$ cat config.mk
export PLATFORM = sky130hd
export DESIGN_NAME = pif_irq_flags
export DESIGN_NICKNAME = d
export VERILOG_FILES = /design/src/hdl/pif_pkg.sv /design/src/hdl/pif_irq_flags.sv
export SDC_FILE = /design/constraint.sdc
export NUM_CORES = 1
export LEC_CHECK = 0
export BUFFER_PORTS_ARGS = -buffer_cell sky130_fd_sc_hd__clkbuf_2
export CAP_MARGIN = 20
export CORE_MARGIN = 2
export CORE_UTILIZATION = 40
export DETAILED_ROUTE_END_ITERATION = 12
export PLACE_DENSITY = 0.82
export SETUP_SLACK_MARGIN = 0.1
export SLEW_MARGIN = 40
export SYNTH_ARGS = -nofsm -noshare
export SYNTH_HDL_FRONTEND = slang
export SYNTH_SLANG_ARGS = --single-unit
export TNS_END_PERCENT = 50
$ cat constraint.sdc
create_clock -name ref_clk -period 2.3 [get_ports ref_clk]
set_clock_uncertainty 0.2 [all_clocks]
set_input_delay 0.115 -clock ref_clk [delete_from_list [all_inputs] [get_ports ref_clk]]
set_output_delay 0.115 -clock ref_clk [all_outputs]
set_load 0.02 [all_outputs]
$ cat src/hdl/pif_pkg.sv
// Package for the peripheral interrupt flag block: offsets, fields, types
// Notes on behaviour
// RULE1 - Parallel port access flag sets on each completed external port read or write.
// RULE2 - On 28-pin variants the parallel port access flag reads zero always.
// RULE3 - Conversion done flag sets on conversion end, held until software writes zero.
// RULE4 - Receive full flag is read-only, mirrors receive holding register occupancy.
// RULE5 - Transmit empty flag is read-only, high while transmit holding register empty.
// RULE6 - Synchronous serial done flag sets on transfer completion, cleared by software.
// RULE7 - Capture/compare one flag sets on capture or match per mode; unused in PWM.
// RULE8 - Period match flag sets when timer two count equals its period.
// RULE9 - Timer one overflow flag sets on overflow, held until software writes zero.
// RULE10 - Flags latch events regardless of any enable or global enable bit.
// RULE11 - Software should clear a flag before enabling and after servicing it.
// RULE12 - High register flags latch until cleared by software; bit 5 reads zero.
package pif_pkg;

   // Register byte offsets on the bus
   localparam logic [7:0] PIF_OFS_FLAGS_LO = 8'h00;
   localparam logic [7:0] PIF_OFS_FLAGS_HI = 8'h04;
   localparam logic [7:0] PIF_OFS_CAPCMP   = 8'h08;

   // Low flag register bit positions
   localparam int PIF_LO_PSP  = 7;
   localparam int PIF_LO_CONV = 6;
   localparam int PIF_LO_RX   = 5;
   localparam int PIF_LO_TX   = 4;
   localparam int PIF_LO_SSP  = 3;
   localparam int PIF_LO_CC1  = 2;
   localparam int PIF_LO_PER  = 1;
   localparam int PIF_LO_T1OV = 0;

   // High flag register bit positions
   localparam int PIF_HI_OSCF = 7;
   localparam int PIF_HI_CMP  = 6;
   localparam int PIF_HI_RSVD = 5;
   localparam int PIF_HI_NVM  = 4;
   localparam int PIF_HI_BCOL = 3;
   localparam int PIF_HI_VDET = 2;
   localparam int PIF_HI_T3OV = 1;
   localparam int PIF_HI_CC2  = 0;

   // Mode control register field positions
   localparam int PIF_CC1_MODE_LSB = 0;
   localparam int PIF_CC2_MODE_LSB = 2;

   // Values after reset
   localparam logic [7:0] PIF_FLAGS_LO_RST = 8'h00;
   localparam logic [7:0] PIF_FLAGS_HI_RST = 8'h00;
   localparam logic [3:0] PIF_CAPCMP_RST   = 4'h0;

   // Software-writable masks (read-only and reserved bits excluded)
   localparam logic [7:0] PIF_LO_WMASK = 8'hCF;
   localparam logic [7:0] PIF_HI_WMASK = 8'hDF;

   // Capture/compare unit operating mode
   typedef enum logic [1:0] {
      PIF_CC_OFF     = 2'h0,
      PIF_CC_CAPTURE = 2'h1,
      PIF_CC_COMPARE = 2'h3,
      PIF_CC_PWM     = 2'h2
   } pif_cc_mode_t;

   // Event reports from the on-chip peripherals, all on ref_clk
   typedef struct packed {
      logic       psp_rw_done;
      logic       conv_done;
      logic       rx_holding_full;
      logic       tx_holding_empty;
      logic       sync_serial_done;
      logic       cc1_capture;
      logic       cc1_compare;
      logic [7:0] timer_two_count;
      logic [7:0] timer_two_period;
      logic       timer_one_ovf;
      logic       osc_fail;
      logic       comparator_change;
      logic       nvm_write_done;
      logic       bus_collision;
      logic       voltage_detect;
      logic       timer_three_ovf;
      logic       cc2_capture;
      logic       cc2_compare;
   } pif_evt_t;

   // Bus slave handshake state
   typedef enum logic {
      PIF_BUS_IDLE = 1'b0,
      PIF_BUS_ACK  = 1'b1
   } pif_bus_t;

endpackage

$ cat src/hdl/pif_irq_flags.sv
// Peripheral interrupt request flag registers with an Avalon-MM slave
//
// The address map and register access over Avalon-MM were chosen for this implementation.
`timescale 1ns/1ps
module pif_irq_flags
   import pif_pkg::*;
#(
   parameter int ADDR_W = 8,
   parameter bit PIN28  = 1'b0
) (
   input  wire logic              ref_clk,
   input  wire logic              reset_n,
   input  wire logic              ce,
   input  wire pif_evt_t          evt,
   input  wire logic [ADDR_W-1:0] avs_address,
   input  wire logic              avs_read,
   input  wire logic              avs_write,
   input  wire logic [31:0]       avs_writedata,
   input  wire logic [3:0]        avs_byteenable,
   output logic [31:0]            avs_readdata,
   output logic                   avs_waitrequest,
   output logic [7:0]             flags_lo,
   output logic [7:0]             flags_hi
);

   logic [7:0]   flags_lo_r;
   logic [7:0]   flags_lo_nxt;
   logic [7:0]   flags_hi_r;
   logic [7:0]   flags_hi_nxt;
   logic [3:0]   capcmp_r;
   logic [31:0]  rdata_r;
   logic [31:0]  rdata_nxt;
   pif_bus_t     bus_r;
   logic         per_eq_r;
   logic         per_eq;
   logic         per_hit;
   logic         req;
   logic         take;
   logic         wr_take;
   logic         sel_lo;
   logic         sel_hi;
   logic         sel_cc;
   logic         lane0;
   logic [7:0]   wbyte;
   logic [7:0]   set_lo;
   logic [7:0]   set_hi;
   logic         cc1_evt;
   logic         cc2_evt;
   pif_cc_mode_t cc1_mode;
   pif_cc_mode_t cc2_mode;

   assign req     = avs_read | avs_write;
   assign take    = (bus_r == PIF_BUS_ACK) & req;
   assign wr_take = take & avs_write;
   assign lane0   = avs_byteenable[0];
   assign wbyte   = avs_writedata[7:0];

   // Address decode against the full byte address
   always_comb begin
      sel_lo = 1'b0;
      sel_hi = 1'b0;
      sel_cc = 1'b0;
      if (avs_address == ADDR_W'(PIF_OFS_FLAGS_LO)) begin
         sel_lo = 1'b1;
      end else if (avs_address == ADDR_W'(PIF_OFS_FLAGS_HI)) begin
         sel_hi = 1'b1;
      end else if (avs_address == ADDR_W'(PIF_OFS_CAPCMP)) begin
         sel_cc = 1'b1;
      end
   end

   assign cc1_mode = pif_cc_mode_t'(capcmp_r[PIF_CC1_MODE_LSB +: 2]);
   assign cc2_mode = pif_cc_mode_t'(capcmp_r[PIF_CC2_MODE_LSB +: 2]);

   // Mode picks which timer event counts; PWM and off ignore both
   always_comb begin
      cc1_evt = 1'b0;
      cc2_evt = 1'b0;
      case (cc1_mode)
         PIF_CC_CAPTURE: cc1_evt = evt.cc1_capture; // see RULE7
         PIF_CC_COMPARE: cc1_evt = evt.cc1_compare; // see RULE7
         default:        cc1_evt = 1'b0;
      endcase
      case (cc2_mode)
         PIF_CC_CAPTURE: cc2_evt = evt.cc2_capture; // see RULE12
         PIF_CC_COMPARE: cc2_evt = evt.cc2_compare; // see RULE12
         default:        cc2_evt = 1'b0;
      endcase
   end

   // Only the rising edge of equality is an event, so a clear while the
   // timer still sits on its period value is not undone at once
   assign per_eq  = (evt.timer_two_count == evt.timer_two_period);
   assign per_hit = per_eq & ~per_eq_r; // see RULE8

   always_ff @(posedge ref_clk or negedge reset_n) begin
      if (!reset_n) begin
         per_eq_r <= 1'b0;
      end else if (ce) begin
         per_eq_r <= per_eq;
      end
   end

   // Set terms; no enable gates them anywhere in this block
   always_comb begin
      set_lo              = 8'h00; // see RULE10
      set_lo[PIF_LO_PSP]  = evt.psp_rw_done & ~PIN28; // see RULE1
      set_lo[PIF_LO_CONV] = evt.conv_done; // see RULE3
      set_lo[PIF_LO_SSP]  = evt.sync_serial_done; // see RULE6
      set_lo[PIF_LO_CC1]  = cc1_evt; // see RULE7
      set_lo[PIF_LO_PER]  = per_hit; // see RULE8
      set_lo[PIF_LO_T1OV] = evt.timer_one_ovf; // see RULE9
      set_hi              = 8'h00; // see RULE10
      set_hi[PIF_HI_OSCF] = evt.osc_fail; // see RULE12
      set_hi[PIF_HI_CMP]  = evt.comparator_change; // see RULE12
      set_hi[PIF_HI_NVM]  = evt.nvm_write_done; // see RULE12
      set_hi[PIF_HI_BCOL] = evt.bus_collision; // see RULE12
      set_hi[PIF_HI_VDET] = evt.voltage_detect; // see RULE12
      set_hi[PIF_HI_T3OV] = evt.timer_three_ovf; // see RULE12
      set_hi[PIF_HI_CC2]  = cc2_evt; // see RULE12
   end

   // Write replaces the writable bits, then a same-cycle event wins
   always_comb begin
      flags_lo_nxt = flags_lo_r;
      if (wr_take && sel_lo && lane0) begin
         flags_lo_nxt = (flags_lo_r & ~PIF_LO_WMASK) | (wbyte & PIF_LO_WMASK);
      end
      flags_lo_nxt = flags_lo_nxt | set_lo;
      // Mirrors track the serial holding registers, not software
      flags_lo_nxt[PIF_LO_RX] = evt.rx_holding_full; // see RULE4
      flags_lo_nxt[PIF_LO_TX] = evt.tx_holding_empty; // see RULE5
      if (PIN28) begin
         flags_lo_nxt[PIF_LO_PSP] = 1'b0; // see RULE2
      end
   end

   always_comb begin
      flags_hi_nxt = flags_hi_r;
      if (wr_take && sel_hi && lane0) begin
         flags_hi_nxt = (flags_hi_r & ~PIF_HI_WMASK) | (wbyte & PIF_HI_WMASK);
      end
      flags_hi_nxt = flags_hi_nxt | set_hi; // see RULE12
      flags_hi_nxt[PIF_HI_RSVD] = 1'b0; // see RULE12
   end

   always_ff @(posedge ref_clk or negedge reset_n) begin
      if (!reset_n) begin
         flags_lo_r <= PIF_FLAGS_LO_RST;
      end else if (ce) begin
         flags_lo_r <= flags_lo_nxt;
      end
   end

   always_ff @(posedge ref_clk or negedge reset_n) begin
      if (!reset_n) begin
         flags_hi_r <= PIF_FLAGS_HI_RST;
      end else if (ce) begin
         flags_hi_r <= flags_hi_nxt;
      end
   end

   always_ff @(posedge ref_clk or negedge reset_n) begin
      if (!reset_n) begin
         capcmp_r <= PIF_CAPCMP_RST;
      end else if (ce && wr_take && sel_cc && lane0) begin
         capcmp_r <= wbyte[3:0];
      end
   end

   // Read data is captured in the idle cycle so it stands at the ack edge
   always_comb begin
      rdata_nxt = 32'h0000_0000;
      if (sel_lo) begin
         rdata_nxt[7:0] = flags_lo_r;
      end else if (sel_hi) begin
         rdata_nxt[7:0] = flags_hi_r;
      end else if (sel_cc) begin
         rdata_nxt[3:0] = capcmp_r;
      end
   end

   // One wait cycle per access keeps every bus output a flop
   always_ff @(posedge ref_clk or negedge reset_n) begin
      if (!reset_n) begin
         bus_r           <= PIF_BUS_IDLE;
         avs_waitrequest <= 1'b1;
      end else if (ce) begin
         case (bus_r)
            PIF_BUS_IDLE: begin
               if (req) begin
                  bus_r           <= PIF_BUS_ACK;
                  avs_waitrequest <= 1'b0;
               end
            end
            PIF_BUS_ACK: begin
               bus_r           <= PIF_BUS_IDLE;
               avs_waitrequest <= 1'b1;
            end
            default: begin
               bus_r           <= PIF_BUS_IDLE;
               avs_waitrequest <= 1'b1;
            end
         endcase
      end
   end

   always_ff @(posedge ref_clk or negedge reset_n) begin
      if (!reset_n) begin
         rdata_r <= 32'h0000_0000;
      end else if (ce && bus_r == PIF_BUS_IDLE && avs_read) begin
         rdata_r <= rdata_nxt;
      end
   end

   assign avs_readdata = rdata_r;
   assign flags_lo     = flags_lo_r;
   assign flags_hi     = flags_hi_r;

   // Checks

   AST_PSP_SET: assert property ( // see RULE1
      @(posedge ref_clk) disable iff (!reset_n)
      ce && evt.psp_rw_done && !PIN28 |=> flags_lo[PIF_LO_PSP])
      else $error("access flag missed a port transfer");

   AST_PSP_ZERO: assert property ( // see RULE2
      @(posedge ref_clk) disable iff (!reset_n)
      PIN28 |-> !flags_lo[PIF_LO_PSP] && (!avs_readdata[PIF_LO_PSP] || !$past(sel_lo)))
      else $error("access flag visible on small package");

   AST_CONV_HOLD: assert property ( // see RULE3
      @(posedge ref_clk) disable iff (!reset_n)
      flags_lo[PIF_LO_CONV] && !(ce && wr_take && sel_lo && lane0)
      |=> flags_lo[PIF_LO_CONV])
      else $error("conversion flag dropped without a write");

   AST_CONV_SET: assert property ( // see RULE3
      @(posedge ref_clk) disable iff (!reset_n)
      ce && evt.conv_done ##1 !ce [*2] |-> flags_lo[PIF_LO_CONV] && $stable(flags_lo))
      else $error("conversion flag lost or frozen state moved");

   AST_RX_MIRROR: assert property ( // see RULE4
      @(posedge ref_clk) disable iff (!reset_n)
      ce |=> flags_lo[PIF_LO_RX] == $past(evt.rx_holding_full))
      else $error("receive flag does not follow holding register");

   AST_TX_MIRROR: assert property ( // see RULE5
      @(posedge ref_clk) disable iff (!reset_n)
      ce && wr_take && sel_lo && lane0 |=>
      flags_lo[PIF_LO_TX] == $past(evt.tx_holding_empty))
      else $error("software write reached the transmit flag");

   AST_SSP_SET: assert property ( // see RULE6
      @(posedge ref_clk) disable iff (!reset_n)
      ce && evt.sync_serial_done |=> flags_lo[PIF_LO_SSP])
      else $error("serial done flag not set");

   AST_CC1_PWM: assert property ( // see RULE7
      @(posedge ref_clk) disable iff (!reset_n)
      ce && cc1_mode == PIF_CC_PWM && !flags_lo[PIF_LO_CC1] &&
      !(wr_take && sel_lo) |=> !flags_lo[PIF_LO_CC1])
      else $error("capture flag set in PWM mode");

   AST_CC1_CAP: assert property ( // see RULE7
      @(posedge ref_clk) disable iff (!reset_n)
      ce && cc1_mode == PIF_CC_CAPTURE && evt.cc1_capture |=> flags_lo[PIF_LO_CC1])
      else $error("capture event missed");

   AST_PER_SET: assert property ( // see RULE8
      @(posedge ref_clk) disable iff (!reset_n)
      ce && per_eq && !$past(per_eq) && $past(ce) |=> flags_lo[PIF_LO_PER])
      else $error("period match not flagged");

   AST_T1_SET: assert property ( // see RULE9
      @(posedge ref_clk) disable iff (!reset_n)
      ce && evt.timer_one_ovf && wr_take && sel_lo |=> flags_lo[PIF_LO_T1OV])
      else $error("overflow lost against a clearing write");

   AST_HI_RSVD: assert property ( // see RULE12
      @(posedge ref_clk) disable iff (!reset_n)
      !flags_hi[PIF_HI_RSVD])
      else $error("reserved high bit set");

   AST_HI_SET: assert property ( // see RULE10
      @(posedge ref_clk) disable iff (!reset_n)
      ce && evt.osc_fail |=>
      flags_hi[PIF_HI_OSCF])
      else $error("oscillator fail event not latched");

   AST_BUS_ACK: assert property (
      @(posedge ref_clk) disable iff (!reset_n)
      ce && req && avs_waitrequest |=> !avs_waitrequest ##1 (avs_waitrequest || !$past(ce)))
      else $error("bus answer not one cycle wide");

   AST_CC1_CMP: assert property ( // see RULE7
      @(posedge ref_clk) disable iff (!reset_n)
      ce && cc1_mode == PIF_CC_COMPARE && evt.cc1_compare |=> flags_lo[PIF_LO_CC1])
      else $error("compare match missed");

   AST_LO_HOLD: assert property ( // see RULE6
      @(posedge ref_clk) disable iff (!reset_n)
      !(ce && wr_take && sel_lo && lane0) |=>
      ($past(flags_lo) & ~flags_lo & PIF_LO_WMASK) == 8'h00)
      else $error("low flag dropped without a write");

   AST_HI_HOLD: assert property ( // see RULE12
      @(posedge ref_clk) disable iff (!reset_n)
      !(ce && wr_take && sel_hi && lane0) |=>
      ($past(flags_hi) & ~flags_hi) == 8'h00)
      else $error("high flag dropped without a write");

   AST_CC2_CAP: assert property ( // see RULE12
      @(posedge ref_clk) disable iff (!reset_n)
      ce && cc2_mode == PIF_CC_CAPTURE && evt.cc2_capture |=> flags_hi[PIF_HI_CC2])
      else $error("second capture event missed");

   AST_CMP_SET: assert property ( // see RULE12
      @(posedge ref_clk) disable iff (!reset_n)
      ce && evt.comparator_change |=> flags_hi[PIF_HI_CMP])
      else $error("comparator change not latched");

   AST_NVM_SET: assert property ( // see RULE12
      @(posedge ref_clk) disable iff (!reset_n)
      ce && evt.nvm_write_done |=> flags_hi[PIF_HI_NVM])
      else $error("write done not latched");

   AST_BCOL_SET: assert property ( // see RULE12
      @(posedge ref_clk) disable iff (!reset_n)
      ce && evt.bus_collision |=> flags_hi[PIF_HI_BCOL])
      else $error("bus collision not latched");

   AST_VDET_SET: assert property ( // see RULE12
      @(posedge ref_clk) disable iff (!reset_n)
      ce && evt.voltage_detect |=> flags_hi[PIF_HI_VDET])
      else $error("voltage event not latched");

   AST_T3_SET: assert property ( // see RULE12
      @(posedge ref_clk) disable iff (!reset_n)
      ce && evt.timer_three_ovf |=> flags_hi[PIF_HI_T3OV])
      else $error("third timer overflow not latched");

   AST_FREEZE: assert property (
      @(posedge ref_clk) disable iff (!reset_n)
      !ce |=> $stable(flags_lo) && $stable(flags_hi) && $stable(avs_waitrequest) &&
      $stable(avs_readdata))
      else $error("state moved while clock enable low");

endmodule // pif_irq_flags

==> PnR_summary.wiki, run 1 <==
{| class="wikitable"
! Metric !! Value
|-
| Final period util || 0.857
|-
| Dpl hpwl || 3.04 mm
|-
| NetSw || 0.000325 W
|-
| Filler instances || 367
|-
| Areal power density over the cells || 491 nW/um^2
|-
| IO Port Bufs || 76
|-
| Total number of vias || 1524
|-
| Critical path class || primary input to flip-flop
|-
| Routed Wire Length || 4.24 mm
|-
| Clock tree from TritonCTS || yes
|-
| Net count, final || 355
|-
| Post-synthesis mux area share || 0.153
|-
| Top-level port count || 130
|-
| 1st-iter DRT viols || 67
|-
| Starting density of the core || 0.420
|-
| Grt ovf || 0
|-
| TritonCTS Buffers || 5
|-
| Gpl congestion || 0.772
|-
| Number of setup violations in the final report || 0
|-
| Synth Area in XOR/XNOR || 0.0414
|-
| First-pass GRT wire length || 6.79 mm
|-
| Overall die height || 69.0 microns
|-
| Arrival time at the worst endpoint || 1940 ps
|-
| Pin count of the biggest net entering global routing || 31
|-
| Leakage power figure || 1.25 nW
|-
| Type of the worst min-delay path || primary input to flip-flop
|-
| Combined global-route utilization of all metal layers || 0.179
|-
| Via count of the first global-routing pass || 1454
|-
| Count of maximum capacitance violations || 0
|-
| Fraction of final layout cells sized beyond drive strength 1 || 0.360
|-
| RSZ-0062 raised after global routing || false
|-
| Clock-pin slew on the worst setup and hold paths || 60 ps
|-
| Largest driver fanout on the critical path || 7
|-
| Total core area || 4030 sq um
|-
| Final hold slack || 42.4 ps
|-
| Cell count after placement || 288
|-
| Die Area || 4770 sq um
|-
| Number of buffers added for setup after CTS || 0
|-
| Final non-filler cell area || 2420 sq um
|-
| Post-Synthesis Cells || 164
|-
| Relative area change from synthesis to final layout || 43.3%
|-
| Clock period minus worst slack || 1970 ps
|-
| Share of synthesized area occupied by flip-flops and latches || 0.445
|-
| Number of H-tree branching levels || 2
|-
| Maximum clock path buffer count || 2
|-
| Post-synthesis instance area || 1690 sq um
|-
| Fmax || 0.508 GHz
|-
| Commonest non-fill, non-tap cells in the layout || sky130_fd_sc_hd__clkbuf_2 (76), sky130_fd_sc_hd__dfrtp_1 (29), sky130_fd_sc_hd__dlygate4sd3_1 (28)
|-
| Part of the total power dissipated in the clock network || 0.333
|-
| Standard cell area after detailed placement || 2040 sq um
|-
| DR DRC count || 0
|-
| Number of nets with antenna violations after routing || 0
|-
| Register share of total power || 0.467
|-
| Most common cell after layout, fill and taps aside || sky130_fd_sc_hd__clkbuf_2
|-
| N_diodes || 0
|-
| Peak supply drop || 0.218 mV
|-
| Total clock sinks || 30
|-
| Int Pwr || 0.000867 W
|-
| Antenna violations before repair || 0
|-
| Average footprint of a synthesized cell || 10.3 sq um
|-
| Vias/cell || 4.69
|-
| Dominant combinational cell family by area after synthesis || simple AND/OR/NAND/NOR gates
|-
| CP Capture Type || flip-flop
|-
| WL/cell || 13.0 microns
|-
| Final number of max-transition violations || 0
|-
| Simple-gate share of the synthesized area || 0.159
|-
| Worst-skew pair later-pin latency || 280 ps
|-
| X dimension of the die || 69.0 microns
|-
| Compound-gate portion of the synthesized area || 0.0732
|-
| Number of hold-slack violations in the final timing report || 0
|-
| Net Sw Frac || 0.272
|-
| Adder and majority cell fraction of the synthesized area || 0
|-
| Buffer cell driving the clock tree root || sky130_fd_sc_hd__clkbuf_8
|-
| Final sum of negative setup slack || 0 ps
|-
| Unique cell type count in the Yosys netlist || 29
|-
| Flip-flop and latch count after synthesis || 30
|-
| Final instance count without filler cells || 325
|-
| Num rows || 23
|-
| Status || complete, no violations
|-
| Synth warn || 0
|-
| Proportion of power drawn by combinational gates || 0.200
|-
| Req. time, crit path || 2270 ps
|-
| Kind of start point of the critical path || primary input
|-
| Share of the core filled with cells || 0.602
|-
| Length of the first detailed-routing pass in iterations || 4
|}
[cells by family after synthesis]
| group | count (synthesis) |
|---|---|
| AOI/OAI and AO/OA | 20 |
| xor gates and xnor gates | 8 |
| buffers and inverters | 30 |
| DFF | 30 |
| muxes | 25 |
| other | 1 |
| and+or+nand+nor | 50 |
[path summary, 6_finish.rpt]
| check | startpoint | endpoint | slack (ps) | cells past startpoint |
|---|---|---|---|---|
| worst max register to register | bus_r | flags_hi[7] | 400 | 4 |
| worst max-delay path | avs_write | flags_hi[7] | 330 | 6 |
| worst min register to register | avs_readdata[2] | avs_readdata[2] | 280 | 2 |
| max in group asynchronous | reset_n | avs_waitrequest | 1340 | 3 |
| min in group asynchronous | reset_n | avs_readdata[5] | 60 | 2 |
| worst min-delay path | ce | flags_lo[7] | 40 | 2 |
[sequential cells by signal, indices dropped and copies added, names as in the netlist]
register / flops
avs_readdata: 8
avs_waitrequest: 1
bus_r: 1
capcmp_r: 4
flags_hi: 7
flags_lo: 8
per_eq_r: 1
[per-layer routing]
metal,GRT usage,vias to the layer above,part of all wire
li1,-,742,-
met1,0.210,700,0.39
met2,0.302,75,0.52
met3,0.0512,7,0.076
met4,0.0784,0,0.017
met5,0,-,0
[timing repair]
| item | CTS | global route |
|---|---|---|
| hold buffers | 28 | 0 |
| endpoints found under the hold margin | 49 | 0 |
| gates resized for setup | 0 | 0 |
[cell type report]
type                            instances  area, sq um  share of cell area
Multi-Input combinational cell        128          816               0.336
Clock buffer                            8         80.1              0.0330
Sequential cell                        30          752               0.310
Tap cell                               50         62.6              0.0258
Timing Repair Buffer                  108          711               0.293
Inverter                                1         3.75             0.00155
[per-stage QoR]
stage	setup slack [ps]	total power [W]
floorplan	449	0.000703
global placement	273	0.000755
detailed placement	257	0.000760
CTS	347	0.00119
global route	255	0.00125
finish	330	0.00119
[Yosys cell counts]
cell type                   n  area [sq um]
sky130_fd_sc_hd__nand2b_1   2          12.5
sky130_fd_sc_hd__nand2_1   24          90.1
sky130_fd_sc_hd__buf_6      1          11.3
sky130_fd_sc_hd__conb_1     1          3.75
sky130_fd_sc_hd__a22o_1     1          8.76
sky130_fd_sc_hd__nor4b_4    1          23.8
sky130_fd_sc_hd__inv_1      1          3.75
sky130_fd_sc_hd__xor2_1     8          70.1
sky130_fd_sc_hd__buf_4     25           188
sky130_fd_sc_hd__mux2i_1   18           180
sky130_fd_sc_hd__or4_4      2          22.5
sky130_fd_sc_hd__dfstp_2    1          26.3
sky130_fd_sc_hd__nor3_1     1          5.00
sky130_fd_sc_hd__a21oi_1    4          20.0
sky130_fd_sc_hd__buf_1      1          3.75
sky130_fd_sc_hd__nand3_1    2          10.0
sky130_fd_sc_hd__nand4_1    2          12.5
sky130_fd_sc_hd__clkbuf_1   2          7.51
sky130_fd_sc_hd__o21ai_0   11          55.1
sky130_fd_sc_hd__or3_2      1          7.51
sky130_fd_sc_hd__or4_2      1          8.76
sky130_fd_sc_hd__a221o_1    4          40.0
sky130_fd_sc_hd__mux2_2     7          78.8
sky130_fd_sc_hd__or2_2      1          6.26
sky130_fd_sc_hd__nor4_1     2          12.5
sky130_fd_sc_hd__nor2_1     5          18.8
sky130_fd_sc_hd__dfrtp_1   29           726
sky130_fd_sc_hd__nor2b_1    5          31.3
sky130_fd_sc_hd__nand3b_1   1          7.51
[power groups by stage]
stage | clock, W | combinational (W) | sequential, W
floorplan | 0 | 0.000124 | 0.000580
global placement | 0 | 0.000190 | 0.000565
detailed placement | 0 | 0.000194 | 0.000566
CTS | 0.000407 | 0.000231 | 0.000556
global route | 0.000429 | 0.000260 | 0.000559
finish | 0.000397 | 0.000239 | 0.000557
[critical path, stage by stage]
cell                            delay [ps]
sky130_fd_sc_hd__dlygate4sd3_1         530
sky130_fd_sc_hd__clkbuf_2              110
sky130_fd_sc_hd__nand4_1               210
sky130_fd_sc_hd__or4_4                 650
sky130_fd_sc_hd__mux2i_1               240
sky130_fd_sc_hd__nand2_1                80
Note: power is estimated with default switching activity, not from simulation.
==> run 2: changes to the inputs <==
CORE_UTILIZATION = 36   (was 40)
PLACE_DENSITY = 0.78   (was 0.82)
clock period = 1.8 ns   (was 2.3 ns; I/O delays follow)
==> run 2 against run 1 <==
Clock-buffer cell count unchanged. Design area up 1.3%. Sequential cell count unchanged. Via count down 0.46%. First-iteration DRC count up 66%. Clock power up 38%. Die area up 10%. Worst setup slack worse by 260 ps. Highest routed layer unchanged.
==> PnR_summary.wiki, run 2 (synthesis results as in run 1) <==
{| class="wikitable"
! Metric !! Value
|-
| WL/cell || 12.8 microns (-1.7%)
|-
| Areal power density over the cells || 638 nW/um^2 (+30%)
|-
| Number of H-tree branching levels || 2 (unchanged)
|-
| Grt ovf || 0 (unchanged)
|-
| Commonest non-fill, non-tap cells in the layout || sky130_fd_sc_hd__clkbuf_2 (75), sky130_fd_sc_hd__dfrtp_1 (29), sky130_fd_sc_hd__dlygate4sd3_1 (26)
|-
| Fraction of final layout cells sized beyond drive strength 1 || 0.384 (+0.0235)
|-
| Final number of max-transition violations || 0 (unchanged)
|-
| Clock period minus worst slack || 1730 ps
|-
| Clock tree from TritonCTS || yes
|-
| Gpl congestion || 0.829 (+7.4%)
|-
| Vias/cell || 4.58 (-2.3%)
|-
| Worst-Margin Slew || 672 ps
|-
| Number of setup violations in the final report || 0 (unchanged)
|-
| Kind of start point of the critical path || flip-flop
|-
| Total clock sinks || 30 (unchanged)
|-
| Buffer cell driving the clock tree root || sky130_fd_sc_hd__clkbuf_8
|-
| Share of the core filled with cells || 0.553 (-0.0492)
|-
| Final hold slack || 37.9 ps (-4.49 ps)
|-
| RSZ-0062 raised after global routing || true
|-
| Die Area || 5260 sq um (+10%)
|-
| Num rows || 24 (+4.3%)
|-
| Clock-pin slew on the worst setup and hold paths || 60 ps (about the same)
|-
| Total core area || 4440 sq um (+10%)
|-
| Starting density of the core || 0.381 (-0.0392)
|-
| Final period util || 0.961
|-
| Count of maximum capacitance violations || 0 (unchanged)
|-
| Total number of vias || 1517 (-0.46%)
|-
| Pin count of the biggest net entering global routing || 31 (unchanged)
|-
| DR DRC count || 0 (unchanged)
|-
| Antenna violations before repair || 0 (unchanged)
|-
| Number of nets with antenna violations after routing || 0 (unchanged)
|-
| Peak supply drop || 0.229 mV (+4.9%)
|-
| CP Capture Type || flip-flop
|-
| Hold depth || 3 (+1)
|-
| Leakage power figure || 1.28 nW (+2.1%)
|-
| FF-to-FF path depth || 4 (unchanged)
|-
| X dimension of the die || 72.6 microns (+5.1%)
|-
| Slowest stage delay, CP || 650 ps (about the same)
|-
| Via count of the first global-routing pass || 1431 (-1.6%)
|-
| Top-level port count || 130 (unchanged)
|-
| Number of hold-slack violations in the final timing report || 0 (unchanged)
|-
| Length of the first detailed-routing pass in iterations || 4 (unchanged)
|-
| Type of the worst min-delay path || primary input to flip-flop
|-
| Arrival time at the worst endpoint || 1680 ps (-260 ps)
|-
| Relative area change from synthesis to final layout || 45.2%
|-
| Cell Chain, Critical Path || nand4_1 > or4_4 > mux2i_1 > nand2_1
|-
| Fmax || 0.578 GHz
|-
| Worst-skew pair later-pin latency || 280 ps (about the same)
|-
| Critical-path cell with the highest stage delay || sky130_fd_sc_hd__or4_4
|-
| IO Port Bufs || 76 (unchanged)
|-
| Overall die height || 72.6 microns (+5.1%)
|-
| Status || complete, no violations
|-
| Maximum clock path buffer count || 2 (unchanged)
|-
| Net count, final || 359 (+1.1%)
|-
| Final sum of negative setup slack || 0 ps (unchanged)
|-
| Worst slew slack as a fraction of its limit || 0.552
|-
| Largest driver fanout on the critical path || 7 (unchanged)
|-
| TritonCTS Buffers || 5 (unchanged)
|-
| Dpl hpwl || 3.03 mm (-0.15%)
|-
| Critical path class || flip-flop to flip-flop
|-
| 1st-iter DRT viols || 111 (+66%)
|-
| Most common cell after layout, fill and taps aside || sky130_fd_sc_hd__clkbuf_2
|-
| Routed Wire Length || 4.24 mm (+0.17%)
|-
| Combined global-route utilization of all metal layers || 0.165 (-0.0139)
|-
| First-pass GRT wire length || 6.61 mm (-2.6%)
|-
| PnR Total Power || 0.00157 W (+32%)
|-
| Req. time, crit path || 1750 ps (-520 ps)
|-
| N_diodes || 0 (unchanged)
|}
-- run 2: metal layers --
layer	GRT usage	vias up	routed length [microns]
met5	0	-	0
met4	0.0679	0	80
met3	0.0278	8	276
met2	0.301	72	2170
met1	0.189	692	1720
li1	-	745	-
-- run 2: path summary, 6_finish.rpt --
kind                                 startpoint              end  slack [ps]
worst max-delay path                      bus_r      flags_hi[7]          70
worst min-delay path                  avs_write  avs_waitrequest          40
worst max register to register            bus_r      flags_hi[7]          70
worst min register to register  avs_readdata[1]  avs_readdata[1]         280
max in group asynchronous               reset_n      flags_hi[2]         780
min in group asynchronous               reset_n  avs_readdata[5]         190
-- run 2: through the flow --
step	instances	setup slack (ps)	area [sq um]
after floorplan	188	-2.00	1780
after global placement	296	-90.9	2080
after detailed placement	296	-131	2080
after CTS	330	94.9	2440
after global routing	331	31.5	2460
final	331	69.8	2460
-- run 2: final cells by class --
class / instances / area [sq um]
Multi-Input combinational cell: 128 / 826
Inverter: 1 / 3.75
Fill cell: 388 / 1990
Tap cell: 52 / 65.1
Clock buffer: 8 / 90.1
Timing Repair Buffer: 112 / 719
Sequential cell: 30 / 752
-- run 2: worst max-delay path: cells and delay by family, from the launching register on --
| kind | cells | cell delay [ps] |
|---|---|---|
| simple gates | 3 | 860 |
| flops | 1 | 360 |
| mux | 1 | 180 |
-- run 2: timing repair --
item,CTS,global route
endpoints found under the hold margin,49,0
endpoints found under the setup margin,5,21
pin swaps,0,2
hold buffers,26,0
gates resized for setup,1,7
buffers inserted,0,1
-- run 2: power by group --
part,switching (W),internal [W],leakage (nW),total [W]
Clock,0.000236,0.000311,0.0455,0.000548
Sequential,0.0000131,0.000696,0.356,0.000709
Combinational,0.000171,0.000140,0.875,0.000311
Total,0.000420,0.00115,1.28,0.00157
